===== config.mk =====
export PLATFORM = sky130hd
export DESIGN_NAME = ir_burst_and_carrier_sense
export DESIGN_NICKNAME = d
export VERILOG_FILES = /design/src/rtl/ir_burst_pkg.sv /design/src/rtl/ir_burst_and_carrier_sense.sv
export SDC_FILE = /design/constraint.sdc
export NUM_CORES = 1
export LEC_CHECK = 0
export ABC_AREA = 1
export BUFFER_PORTS_ARGS = -buffer_cell sky130_fd_sc_hd__buf_2
export CORE_MARGIN = 1
export CORE_UTILIZATION = 50
export CTS_CLUSTER_SIZE = 40
export DETAILED_ROUTE_END_ITERATION = 8
export PLACE_DENSITY = 0.7
export SYNTH_ARGS = -nofsm -noshare
export SYNTH_HDL_FRONTEND = slang
export SYNTH_SLANG_ARGS = --single-unit

===== constraint.sdc =====
create_clock -name clk -period 2.45 [get_ports clk]
set_clock_uncertainty 0.2 [all_clocks]
set_input_delay 0.3675 -clock clk [delete_from_list [all_inputs] [get_ports clk]]
set_output_delay 0.3675 -clock clk [all_outputs]
set_load 0.01 [all_outputs]

===== src/rtl/ir_burst_pkg.sv =====
// Summary of operation
// (RQ1) Burst generator idles until the burst enable control bit is written one.
// (RQ2) A read-only control bit mirrors the carrier-sense input level.
// (RQ3) 8-bit prescaler on the baud strobe makes the tick for period and on-time.
// (RQ4) Test bit speeds up the counters; software keeps it clear in normal use.
// (RQ5) Polarity bit set makes the LED drive active low, else active high.
// (RQ6) Receiver power control bit drives the receiver power pin directly.
// (RQ7) Carrier-sense enable bit starts the periodic sequencer; zero keeps it idle.
// (RQ8) Period lasts (cycle field + 1) baud ticks via an 8-bit down-counter.
// (RQ9) Active pulse lasts high-span field baud ticks via an 8-bit down-counter.
// (RQ10) Receiver power stays high for (listen field + 1) slow ticks.
// (RQ11) Idle counter steps only at listen terminal count, repeating the power-up.
// (RQ12) Holding word gives two bytes; low seven bits load the period-count counter.
// (RQ13) Byte top bit set emits pulses; clear holds the output inactive.
// (RQ14) Software writes the first word before setting the burst enable bit.
// (RQ15) Upper byte is consumed first, then the lower byte.
// (RQ16) Loading the upper byte parks the lower byte and pulses holding-empty.
// (RQ17) Carrier input is sampled as power drops; high pulses carrier-present.
// (RQ18) On-time counter freezes at zero so output stays inactive to period end.
// (RQ19) Carrier-sense input passes a two flip-flop synchroniser before any use.
// (RQ20) With burst enable low the LED is inactive and burst counters reset.
package ir_burst_pkg;
  localparam logic [11:0] MAIN_CONTROL_OFS = 12'h0A0;
  localparam logic [11:0] TIMING_CONFIG_OFS = 12'h0A4;
  localparam logic [11:0] BURST_HOLDING_OFS = 12'h0A8;
  // Main control fields.
  localparam int BURST_EN_BIT = 0;
  localparam int SENSE_EN_BIT = 1;
  localparam int RX_PWR_BIT = 2;
  localparam int POL_FLIP_BIT = 3;
  localparam int TEST_BIT = 4;
  localparam int PRESCALE_LSB = 16;
  localparam int CARRIER_BIT = 24;
  // Timing config fields.
  localparam int CYCLE_LSB = 24;
  localparam int HIGH_SPAN_LSB = 16;
  localparam int LISTEN_LSB = 8;
  localparam int IDLE_LSB = 0;
  localparam int FIELD_W = 8;
  localparam int WORD_W = 16;
  localparam int COUNT_W = 7;
  // Reset values.
  localparam logic [7:0] CTRL_BITS_RST = 8'h00;
  localparam logic [7:0] FIELD_RST = 8'h00;
  localparam logic [15:0] WORD_RST = 16'h0000;
  // AHB encodings.
  localparam logic [1:0] HTRANS_NONSEQ = 2'b10;
  localparam logic HRESP_OKAY = 1'b0;
  typedef enum logic [0:0] {
    PH_UPPER = 1'b0,
    PH_LOWER = 1'b1
  } byte_phase_e;
endpackage


===== src/rtl/ir_burst_and_carrier_sense.sv =====
`timescale 1ns/1ps
`default_nettype none
module ir_burst_and_carrier_sense #(
  parameter int ADDR_W = 12
) (
  // Clock, reset and freeze.
  input wire logic clk,
  input wire logic srst,
  input wire logic ce,
  // AHB-Lite slave.
  input wire logic hsel,
  input wire logic [ADDR_W-1:0] haddr,
  input wire logic [1:0] htrans,
  input wire logic hwrite,
  input wire logic [2:0] hsize,
  input wire logic [31:0] hwdata,
  input wire logic hready,
  output logic hreadyout,
  output logic hresp,
  output logic [31:0] hrdata,
  // Timing strobes.
  input wire logic baudStrobe,
  input wire logic slowTick,
  // Pins.
  input wire logic carrierSenseIn,
  output logic ledDrive,
  output logic receiverPowerCtl,
  // Event pulses.
  output logic holdingEmptyIrq,
  output logic carrierPresentIrq
);
  if (ADDR_W < 8 || ADDR_W > 32) begin : gBadAddrW
    $error("ADDR_W must lie between 8 and 32");
  end

  function automatic logic [7:0] downReload(input logic [7:0] cnt, input logic [7:0] rld);
    downReload = (cnt == 8'h00) ? rld : cnt - 8'h01;
  endfunction

  // Main control readback word; bits runs from the test bit down to the burst enable.
  function automatic logic [31:0] ctlWord(input logic [7:0] prescale, input logic [4:0] bits,
      input logic carrier);
    ctlWord = 32'h0000_0000;
    ctlWord[ir_burst_pkg::CARRIER_BIT] = carrier;
    ctlWord[ir_burst_pkg::PRESCALE_LSB +: ir_burst_pkg::FIELD_W] = prescale;
    ctlWord[ir_burst_pkg::TEST_BIT] = bits[4];
    ctlWord[ir_burst_pkg::POL_FLIP_BIT] = bits[3];
    ctlWord[ir_burst_pkg::RX_PWR_BIT] = bits[2];
    ctlWord[ir_burst_pkg::SENSE_EN_BIT] = bits[1];
    ctlWord[ir_burst_pkg::BURST_EN_BIT] = bits[0];
  endfunction

  // Control state.
  logic burstGenEnable_reg;
  logic carrierSenseEnable_reg;
  logic receiverPower_reg;
  logic outputPolarityFlip_reg;
  logic counterSpeedupTest_reg;
  logic [7:0] prescaleField_reg;
  logic [7:0] cycleField_reg;
  logic [7:0] highSpanField_reg;
  logic [7:0] listenField_reg;
  logic [7:0] idleField_reg;
  logic [15:0] burstWord_reg;

  // Bus data-phase capture.
  logic wrPending_reg;
  logic [11:0] wrAddr_reg;
  logic addrPhase;
  logic [11:0] addrLow;
  logic ctlWriteNow;

  // Synchroniser.
  logic carrierMeta_reg;
  logic carrierSync_reg;

  // Burst generator state.
  logic [7:0] prescaleCnt_reg;
  logic [7:0] periodCnt_reg;
  logic [7:0] onCnt_reg;
  logic [6:0] periodNum_reg;
  logic onOff_reg;
  logic [7:0] parkedByte_reg;
  ir_burst_pkg::byte_phase_e phase_reg;
  logic baudTick;
  logic periodEnd;
  logic loadByte;
  logic [7:0] nextByte;

  // Carrier-sense state.
  logic [7:0] listenCnt_reg;
  logic [7:0] idleCnt_reg;
  logic senseTick;
  logic listenEnd;
  logic sensePower;

  assign hreadyout = 1'b1;
  assign hresp = ir_burst_pkg::HRESP_OKAY;
  assign addrPhase = hsel && hready && (htrans == ir_burst_pkg::HTRANS_NONSEQ);
  assign addrLow = 12'(haddr);
  // A control write landing on the edge that takes a read is forwarded to that read.
  assign ctlWriteNow = wrPending_reg && wrAddr_reg == ir_burst_pkg::MAIN_CONTROL_OFS;

  // Only whole-word writes are meaningful; hsize is accepted as given.
  always_ff @(posedge clk) begin
    if (srst) begin
      wrPending_reg <= 1'b0;
      wrAddr_reg <= 12'h000;
    end else if (ce) begin
      wrPending_reg <= addrPhase && hwrite;
      wrAddr_reg <= addrLow;
    end
  end

  always_ff @(posedge clk) begin
    if (srst) begin
      burstGenEnable_reg <= 1'b0;
      carrierSenseEnable_reg <= 1'b0;
      receiverPower_reg <= 1'b0;
      outputPolarityFlip_reg <= 1'b0;
      counterSpeedupTest_reg <= 1'b0;
      prescaleField_reg <= ir_burst_pkg::FIELD_RST;
    end else if (ce && wrPending_reg && wrAddr_reg == ir_burst_pkg::MAIN_CONTROL_OFS) begin
      // (RQ1) Burst enable write.
      burstGenEnable_reg <= hwdata[ir_burst_pkg::BURST_EN_BIT];
      // (RQ7) Sequencer enable write.
      carrierSenseEnable_reg <= hwdata[ir_burst_pkg::SENSE_EN_BIT];
      receiverPower_reg <= hwdata[ir_burst_pkg::RX_PWR_BIT];
      outputPolarityFlip_reg <= hwdata[ir_burst_pkg::POL_FLIP_BIT];
      counterSpeedupTest_reg <= hwdata[ir_burst_pkg::TEST_BIT];
      prescaleField_reg <= hwdata[ir_burst_pkg::PRESCALE_LSB +: ir_burst_pkg::FIELD_W];
    end
  end

  always_ff @(posedge clk) begin
    if (srst) begin
      cycleField_reg <= ir_burst_pkg::FIELD_RST;
      highSpanField_reg <= ir_burst_pkg::FIELD_RST;
      listenField_reg <= ir_burst_pkg::FIELD_RST;
      idleField_reg <= ir_burst_pkg::FIELD_RST;
    end else if (ce && wrPending_reg && wrAddr_reg == ir_burst_pkg::TIMING_CONFIG_OFS) begin
      cycleField_reg <= hwdata[ir_burst_pkg::CYCLE_LSB +: ir_burst_pkg::FIELD_W];
      highSpanField_reg <= hwdata[ir_burst_pkg::HIGH_SPAN_LSB +: ir_burst_pkg::FIELD_W];
      listenField_reg <= hwdata[ir_burst_pkg::LISTEN_LSB +: ir_burst_pkg::FIELD_W];
      idleField_reg <= hwdata[ir_burst_pkg::IDLE_LSB +: ir_burst_pkg::FIELD_W];
    end
  end

  // A word that is not refilled in time is simply sent again.
  always_ff @(posedge clk) begin
    if (srst) begin
      burstWord_reg <= ir_burst_pkg::WORD_RST;
    end else if (ce && wrPending_reg && wrAddr_reg == ir_burst_pkg::BURST_HOLDING_OFS) begin
      burstWord_reg <= hwdata[ir_burst_pkg::WORD_W-1:0];
    end
  end

  // Read data is registered at the address phase so it stands in the data phase.
  always_ff @(posedge clk) begin
    if (srst) begin
      hrdata <= 32'h0000_0000;
    end else if (ce && addrPhase && !hwrite) begin
      if (addrLow == ir_burst_pkg::MAIN_CONTROL_OFS) begin
        // (RQ2) Carrier level readback.
        if (ctlWriteNow) begin
          hrdata <= ctlWord(hwdata[ir_burst_pkg::PRESCALE_LSB +: ir_burst_pkg::FIELD_W],
              {hwdata[ir_burst_pkg::TEST_BIT], hwdata[ir_burst_pkg::POL_FLIP_BIT],
              hwdata[ir_burst_pkg::RX_PWR_BIT], hwdata[ir_burst_pkg::SENSE_EN_BIT],
              hwdata[ir_burst_pkg::BURST_EN_BIT]}, carrierSync_reg);
        end else begin
          hrdata <= ctlWord(prescaleField_reg,
              {counterSpeedupTest_reg, outputPolarityFlip_reg, receiverPower_reg,
              carrierSenseEnable_reg, burstGenEnable_reg}, carrierSync_reg);
        end
      end else begin
        hrdata <= 32'h0000_0000;
      end
    end
  end

  // (RQ19) Two-stage synchroniser.
  always_ff @(posedge clk) begin
    if (srst) begin
      carrierMeta_reg <= 1'b0;
      carrierSync_reg <= 1'b0;
    end else if (ce) begin
      carrierMeta_reg <= carrierSenseIn;
      carrierSync_reg <= carrierMeta_reg;
    end
  end

  // (RQ3) Prescaler terminal count.
  assign baudTick = burstGenEnable_reg && prescaleCnt_reg == 8'h00
                    && (baudStrobe || counterSpeedupTest_reg);
  // (RQ8) Period boundary.
  assign periodEnd = baudTick && periodCnt_reg == 8'h00;
  assign loadByte = periodEnd && periodNum_reg == 7'h00;
  // (RQ15) Upper byte first, then the parked lower byte.
  assign nextByte = (phase_reg == ir_burst_pkg::PH_UPPER) ? burstWord_reg[15:8] : parkedByte_reg;

  // (RQ4) Test mode advances the prescaler every clock.
  always_ff @(posedge clk) begin
    if (srst) begin
      prescaleCnt_reg <= 8'h00;
    end else if (ce) begin
      // (RQ20) Counters held in reset.
      if (!burstGenEnable_reg) begin
        prescaleCnt_reg <= 8'h00;
      end else if (baudStrobe || counterSpeedupTest_reg) begin
        // (RQ3) Reload from prescale field.
        prescaleCnt_reg <= downReload(prescaleCnt_reg, prescaleField_reg);
      end
    end
  end

  always_ff @(posedge clk) begin
    if (srst) begin
      periodCnt_reg <= 8'h00;
      onCnt_reg <= 8'h00;
    end else if (ce) begin
      if (!burstGenEnable_reg) begin
        periodCnt_reg <= 8'h00;
        onCnt_reg <= 8'h00;
      end else if (baudTick) begin
        // (RQ8) Period counter.
        periodCnt_reg <= downReload(periodCnt_reg, cycleField_reg);
        if (periodEnd) begin
          // (RQ9) On-time load.
          onCnt_reg <= highSpanField_reg;
        end else if (onCnt_reg != 8'h00) begin
          // (RQ18) Freeze at zero.
          onCnt_reg <= onCnt_reg - 8'h01;
        end
      end
    end
  end

  always_ff @(posedge clk) begin
    if (srst) begin
      periodNum_reg <= 7'h00;
      onOff_reg <= 1'b0;
      parkedByte_reg <= 8'h00;
      phase_reg <= ir_burst_pkg::PH_UPPER;
    end else if (ce) begin
      if (!burstGenEnable_reg) begin
        periodNum_reg <= 7'h00;
        onOff_reg <= 1'b0;
        phase_reg <= ir_burst_pkg::PH_UPPER;
      end else if (loadByte) begin
        // (RQ12) Seven-bit count from the byte.
        periodNum_reg <= nextByte[6:0];
        // (RQ13) Top bit selects pulses or space.
        onOff_reg <= nextByte[7];
        case (phase_reg)
          ir_burst_pkg::PH_UPPER: begin
            // (RQ16) Park the lower byte.
            parkedByte_reg <= burstWord_reg[7:0];
            phase_reg <= ir_burst_pkg::PH_LOWER;
          end
          ir_burst_pkg::PH_LOWER: begin
            phase_reg <= ir_burst_pkg::PH_UPPER;
          end
          default: begin
            phase_reg <= ir_burst_pkg::PH_UPPER;
          end
        endcase
      end else if (periodEnd) begin
        periodNum_reg <= periodNum_reg - 7'h01;
      end
    end
  end

  always_ff @(posedge clk) begin
    if (srst) begin
      holdingEmptyIrq <= 1'b0;
    end else if (ce) begin
      // (RQ16) Holding-empty pulse.
      holdingEmptyIrq <= loadByte && phase_reg == ir_burst_pkg::PH_UPPER;
    end else begin
      holdingEmptyIrq <= 1'b0;
    end
  end

  // The LED level is registered so the pin never glitches on counter edges.
  always_ff @(posedge clk) begin
    if (srst) begin
      ledDrive <= 1'b0;
    end else if (ce) begin
      // (RQ5) Polarity select; (RQ20) inactive while disabled.
      ledDrive <= outputPolarityFlip_reg
                  ^ (burstGenEnable_reg && onOff_reg && onCnt_reg != 8'h00);
    end
  end

  // (RQ4) Test mode runs the sequencer from the baud strobe.
  assign senseTick = carrierSenseEnable_reg
                     && (counterSpeedupTest_reg ? baudStrobe : slowTick);
  // (RQ10) Listen terminal count.
  assign listenEnd = senseTick && listenCnt_reg == 8'h00;
  assign sensePower = carrierSenseEnable_reg && idleCnt_reg == 8'h00;

  always_ff @(posedge clk) begin
    if (srst) begin
      listenCnt_reg <= 8'h00;
      idleCnt_reg <= 8'h00;
    end else if (ce) begin
      // (RQ7) Idle while disabled.
      if (!carrierSenseEnable_reg) begin
        listenCnt_reg <= 8'h00;
        idleCnt_reg <= 8'h00;
      end else if (senseTick) begin
        // (RQ10) Listen counter.
        listenCnt_reg <= downReload(listenCnt_reg, listenField_reg);
        if (listenEnd) begin
          // (RQ11) Idle counter steps.
          idleCnt_reg <= downReload(idleCnt_reg, idleField_reg);
        end
      end
    end
  end

  always_ff @(posedge clk) begin
    if (srst) begin
      carrierPresentIrq <= 1'b0;
    end else if (ce) begin
      // (RQ17) Sample as power drops.
      carrierPresentIrq <= listenEnd && sensePower && idleField_reg != 8'h00
                           && carrierSync_reg;
    end else begin
      carrierPresentIrq <= 1'b0;
    end
  end

  always_ff @(posedge clk) begin
    if (srst) begin
      receiverPowerCtl <= 1'b0;
    end else if (ce) begin
      // (RQ6) Control bit drives the pin; sequencer adds its window.
      receiverPowerCtl <= receiverPower_reg || sensePower;
    end
  end
endmodule
`default_nettype wire


; ---- Word level (Yosys, flattened, before mapping)
; Cells that the tools add are included.
[op_classes]
add_sub_neg = 6
n_eq_ne = 12
muxes = 29
bitwise = 3
n_reduce_logical = 42
[ops]
columns = operator, count
row1 = $mux 8, 18
row2 = $eq 12x8->1 const B, 4
row3 = $sub 8x1->8 const B, 5
row4 = $logic_not 8->1, 4
row5 = $mux 25, 1
row6 = $mux 24, 1
row7 = $logic_and 1x1->1, 23
row8 = $mux 7, 3
row9 = $reduce_bool 8->1, 2
row10 = $ne 2x1->1 const B, 5
row11 = $reduce_and 2->1, 5
row12 = $logic_not 7->1, 1
row13 = $sub 7x1->7 const B, 1
row14 = $ne 3x1->1 const B, 2
row15 = $reduce_and 3->1, 2
row16 = $mux 1, 5
row17 = $reduce_and 4->1, 1
row18 = $eq 2x2->1 const B, 1
row19 = $logic_or 1x1->1, 2
row20 = $not 1->1, 2
row21 = $pmux 1 s2, 1
row22 = $reduce_or 2->1, 1
row23 = $logic_not 1->1, 1
row24 = $xor 1x1->1, 1
[word_totals]
regBits = 169
in_bits = 58
output_inout_bits = 38
wordCells = 121

; ---- Logic depth before layout (Yosys ltp)
[depth]
ltp_word = 7
mapped_depth = 12
mapped_depth_nobuf = 11

; ---- Least setup slack after synthesis
; OpenSTA, ideal clock, no wires.
[synth_path]
kind = reg-to-reg
start = reg prescaleCnt_reg[0]
end = reg onCnt_reg[2]
arrival_ns = 1.454
required_ns = 2.122
setup_slack_ns = 0.669
path_stages_with_launch = 11
n_path_buf = 1
period_less_slack_ns = 1.781
path_cell_list = dfxtp_1 inv_1 ha_1 nand3_1 nor2_4 nand2_1 o21ai_2 buf_2 a21boi_0 nor2_1 nor2_1
[synth_via]
elab_chain_cells = 7
word_cells_on_any_way = 10
[synth_lines]
columns = item, line
row1 = "start, declared", ir_burst_and_carrier_sense.sv:78  ; logic [7:0] prescaleCnt_reg;
row2 = "start signal, assigned", ir_burst_and_carrier_sense.sv:211  ; prescaleCnt_reg <= downReload(prescaleCnt_reg, prescaleField_reg);
row3 = $logic_not 8->1 *, ir_burst_and_carrier_sense.sv:193  ; assign baudTick = burstGenEnable_reg && prescaleCnt_reg == 8'h00
row4 = $logic_and 1x1->1 *, ir_burst_and_carrier_sense.sv:193
row5 = $logic_and 1x1->1 *, ir_burst_and_carrier_sense.sv:194  ; && (baudStrobe || counterSpeedupTest_reg);
row6 = $logic_and 1x1->1, ir_burst_and_carrier_sense.sv:196  ; assign periodEnd = baudTick && periodCnt_reg == 8'h00;
row7 = $mux 8, ir_burst_and_carrier_sense.sv:227  ; if (periodEnd) begin
row8 = $mux 8, ir_burst_and_carrier_sense.sv:224  ; end else if (baudTick) begin
row9 = $mux 8, ir_burst_and_carrier_sense.sv:221  ; if (!burstGenEnable_reg) begin
row10 = "end signal, assigned", ir_burst_and_carrier_sense.sv:229  ; onCnt_reg <= highSpanField_reg;
row11 = "end signal, assigned", ir_burst_and_carrier_sense.sv:232  ; onCnt_reg <= onCnt_reg - 8'h01;
row12 = "end, declared", ir_burst_and_carrier_sense.sv:80  ; logic [7:0] onCnt_reg;
; Mark *: on every way between the ends. The rest lies on a longest branch, timed or not. The select of a mux whose other input is x is not followed.
; A chain may end at the register's enable or synchronous reset.

; ---- Final worst setup path
[layout_path]
start = reg prescaleCnt_reg[0]
end = reg onCnt_reg[4]
; The elaborated chain is that of the path after synthesis.

==> results.toml <==
[logic_synthesis]
syn_area_sq_um = 7510
yosysTopAreaCellShare_pct = 40.2
synth_area_leaders = "dfxtp_1 (40%), nand2_1 (9.7%), a21oi_1 (8.4%)"
synth_cell_types = 37
avgSynthCellArea_sq_um = 6.95
synth_cells = 1082
synth_warnings = 0
synth.yosys.seq_area_share_pct = 40.2
yosys.area.top_type = "dfxtp_1"
yosys_register_bits = 151

[finish]
instances_no_fill = 1349
utilization_pct = 59.9
nNetsFinal = 1221
diodes = 0
layout-drive-gt1-share_pct = 14.2
syn_to_final_growth_pct = 16.3
largest_reg_flops = 16
nFillCells = 1370
stdcell_area_sq_um = 8740

[worst_setup_path]
cpMostUsedCell = "nand2_1"
endpoint_kind = "register"
slowest_stage = "dfxtp_1"
cp_max_fo = 11
start_kind = "register"
worstPathArrival_ns = 2.36
critPathKind = "reg -> reg"
critical_path_required_ns = 2.60
max_stage_delay_ns = 0.31
rrSetupSlack_ns = 0.24
worstPathCellList = "inv_1 > ha_1 > nand3_1 > nor2_4 > nand2_1 > o21ai_4 > nand2_2 > inv_2 > nand2_1 > a21oi_1"

[clocking]
insertion_delay_ns = 0.43
clkSinkCount = 151
cts-root-buf = "clkbuf_16"
clockBufferDepth = 2
path_clk_slew_ns = 0.06
cts_tree = "yes"
htreeDepth = 4
cts_inserted_buffers = 17

[drt]
via_count = 6943
ant_nets = 0
drc = 0
routed_wl_mm = 17.9
wl_per_cell_um = 13.3
viasPerCell = 5.15
firstDrtPassIters = 5
drt_iter0_markers = 518

[sta]
slew_violations = 0
tns_ns = 0
fmax_ghz = 0.452
hold_viol = 0
setup_viol = 0
slew_headroom_pct = 40.7
period_minus_slack_ns = 2.21
setup_slack_ns = 0.239
min_period_over_period_pct = 90.2
rsz0062_at_grt = "no"
tightest_slew_ns = 0.890

[power_and_ir_drop]
ir_drop_v = 0.000456
power_density_nw_per_um2 = 659
p_leak_nw = 3.76

[global_routing]
grt_pass1_vias = 6326
antenna_found_initial = 0
gr-total-overflow = 0
grt_use_total_pct = 23.8
grt_start_max_net_pins = 77
grt_pass1_wl_mm = 30.3

[floorplan]
die-width_um = 125
die-area_sq_um = 15500
start_util_pct = 51.5
fp.dieH_um = 125
fp.coreArea_sq_um = 14600
ios = 96
rows = 44

[place]
io_buffers = 72
hpwl_mm = 12.4
gp_congestion = 0.837
place_area_sq_um = 7960
placed_cells = 1307
post-place-ws_ns = 0.213

[job]
maxCapViolCount = 0

[run_status]
status = "finished clean"

[worst_hold_path]
hold_class = "in -> reg"
==> final timing paths <==
path | cells after the start | to | from
worst min-delay path | 3 | cycleField_reg[1] | hwdata[25]
worst max-delay path | 10 | onCnt_reg[4] | prescaleCnt_reg[0]
worst max register to register | 10 | onCnt_reg[4] | prescaleCnt_reg[0]
worst min register to register | 2 | listenField_reg[4] | listenField_reg[4]
==> through the flow <==
stage / hold WS [ns] / total power, mW
after CTS: 0.00203 / 5.80
after global placement: 0.231 / 2.85
final: 0.0133 / 5.76
after floorplan: 0.221 / 2.76
after global routing: 0.0255 / 5.94
after detailed placement: 0.235 / 2.85
==> layer usage <==
metal  vias up  global-route usage, %  wire length [um]
li1       3633                      -                 -
met1      3108                   31.6              8540
met2       183                   38.8              8170
met4         0                   8.15               243
met5         -                      0                 0
met3        19                   4.42               942
==> synthesized netlist by cell type <==
cell	number
nand2_2	3
o211ai_1	7
o21ai_1	33
buf_4	25
or2_1	8
nand3b_1	3
or2_0	1
nor2_2	9
buf_2	9
nor3_2	2
ha_1	11
dfxtp_1	151
clkbuf_1	30
nand3_2	3
buf_6	1
o21ai_2	2
buf_1	5
a31oi_1	15
nand3b_4	1
conb_1	2
or2_2	6
nor2_1	135
nand3_1	47
xor2_1	16
a21oi_1	126
a21boi_0	2
inv_1	107
a211oi_1	2
nor4_1	2
xnor2_1	4
nor3_1	21
nand2_1	195
o31ai_1	1
nand4_1	18
inv_2	6
nor2_4	7
o21ai_0	66
==> worst max-delay path, delay by kind of cell (launching register included) <==
kind | cells | cell delay [ns]
AOI/OAI and AO/OA | 2 | 0.32
adders and majority gates | 1 | 0.19
buffers and inverters | 2 | 0.28
DFF | 1 | 0.31
and+or+nand+nor | 5 | 0.83
==> cells in the final DEF, fill, tap and decap left out, drive strengths merged <==
| cell type | netlist | layout |
|---|---|---|
| a211oi | 2 | 2 |
| a21boi | 2 | 2 |
| a21oi | 126 | 126 |
| a31oi | 15 | 15 |
| buf | 40 | 93 |
| bufinv | 0 | 6 |
| clkbuf | 30 | 19 |
| clkinv | 0 | 4 |
| clkinvlp | 0 | 3 |
| conb | 2 | 20 |
| dfxtp | 151 | 151 |
| dlygate4sd3 | 0 | 10 |
| ha | 11 | 11 |
| inv | 113 | 113 |
| nand2 | 198 | 198 |
| nand3 | 50 | 50 |
| nand3b | 4 | 4 |
| nand4 | 18 | 18 |
| nor2 | 151 | 151 |
| nor3 | 23 | 23 |
| nor4 | 2 | 2 |
| o211ai | 7 | 7 |
| o21ai | 101 | 101 |
| o31ai | 1 | 1 |
| or2 | 15 | 15 |
| xnor2 | 4 | 4 |
| xor2 | 16 | 16 |
==> cell families (layout without fill, tap and decap cells) <==
logic type               Yosys count  in the layout  share of synthesized area (%)
AND/OR/NAND/NOR                  461            461                           27.2
AO/OA/AOI/OAI                    254            254                           17.7
other                              2             20                         0.0999
flip-flops                       151            151                           40.2
adder cells (fa/ha/maj)           11             11                           1.83
XOR/XNOR                          20             20                           2.33
buffers and inverters            183            248                           10.6
==> area by class of cell <==
class	count	area (sq um)	share of cell area (%)
repair buffers	103	618	7.07
well taps	184	230	2.63
inverters	113	424	4.85
flip-flops and latches	151	3020	34.6
clock inverters	13	226	2.59
multi-input cells	766	3770	43.2
clock buffers	19	443	5.07
==> where the power goes <==
group | total (mW) | switching, mW | internal, mW | leakage [nW]
clock | 2.94 | 1.01 | 1.93 | 0.319
sequential | 2.49 | 0.0134 | 2.48 | 1.22
combinational | 0.325 | 0.215 | 0.111 | 2.22
==> what timing repair did <==
| action | 4_1_cts | 5_1_grt |
|---|---|---|
| setup endpoints to repair | 0 | 2 |
| buffers inserted | 0 | 0 |
| hold buffers | 10 | 0 |
| gates resized for setup | 0 | 1 |
| hold endpoints to repair | 10 | 0 |
Note: power is estimated with default switching activity, not from simulation.
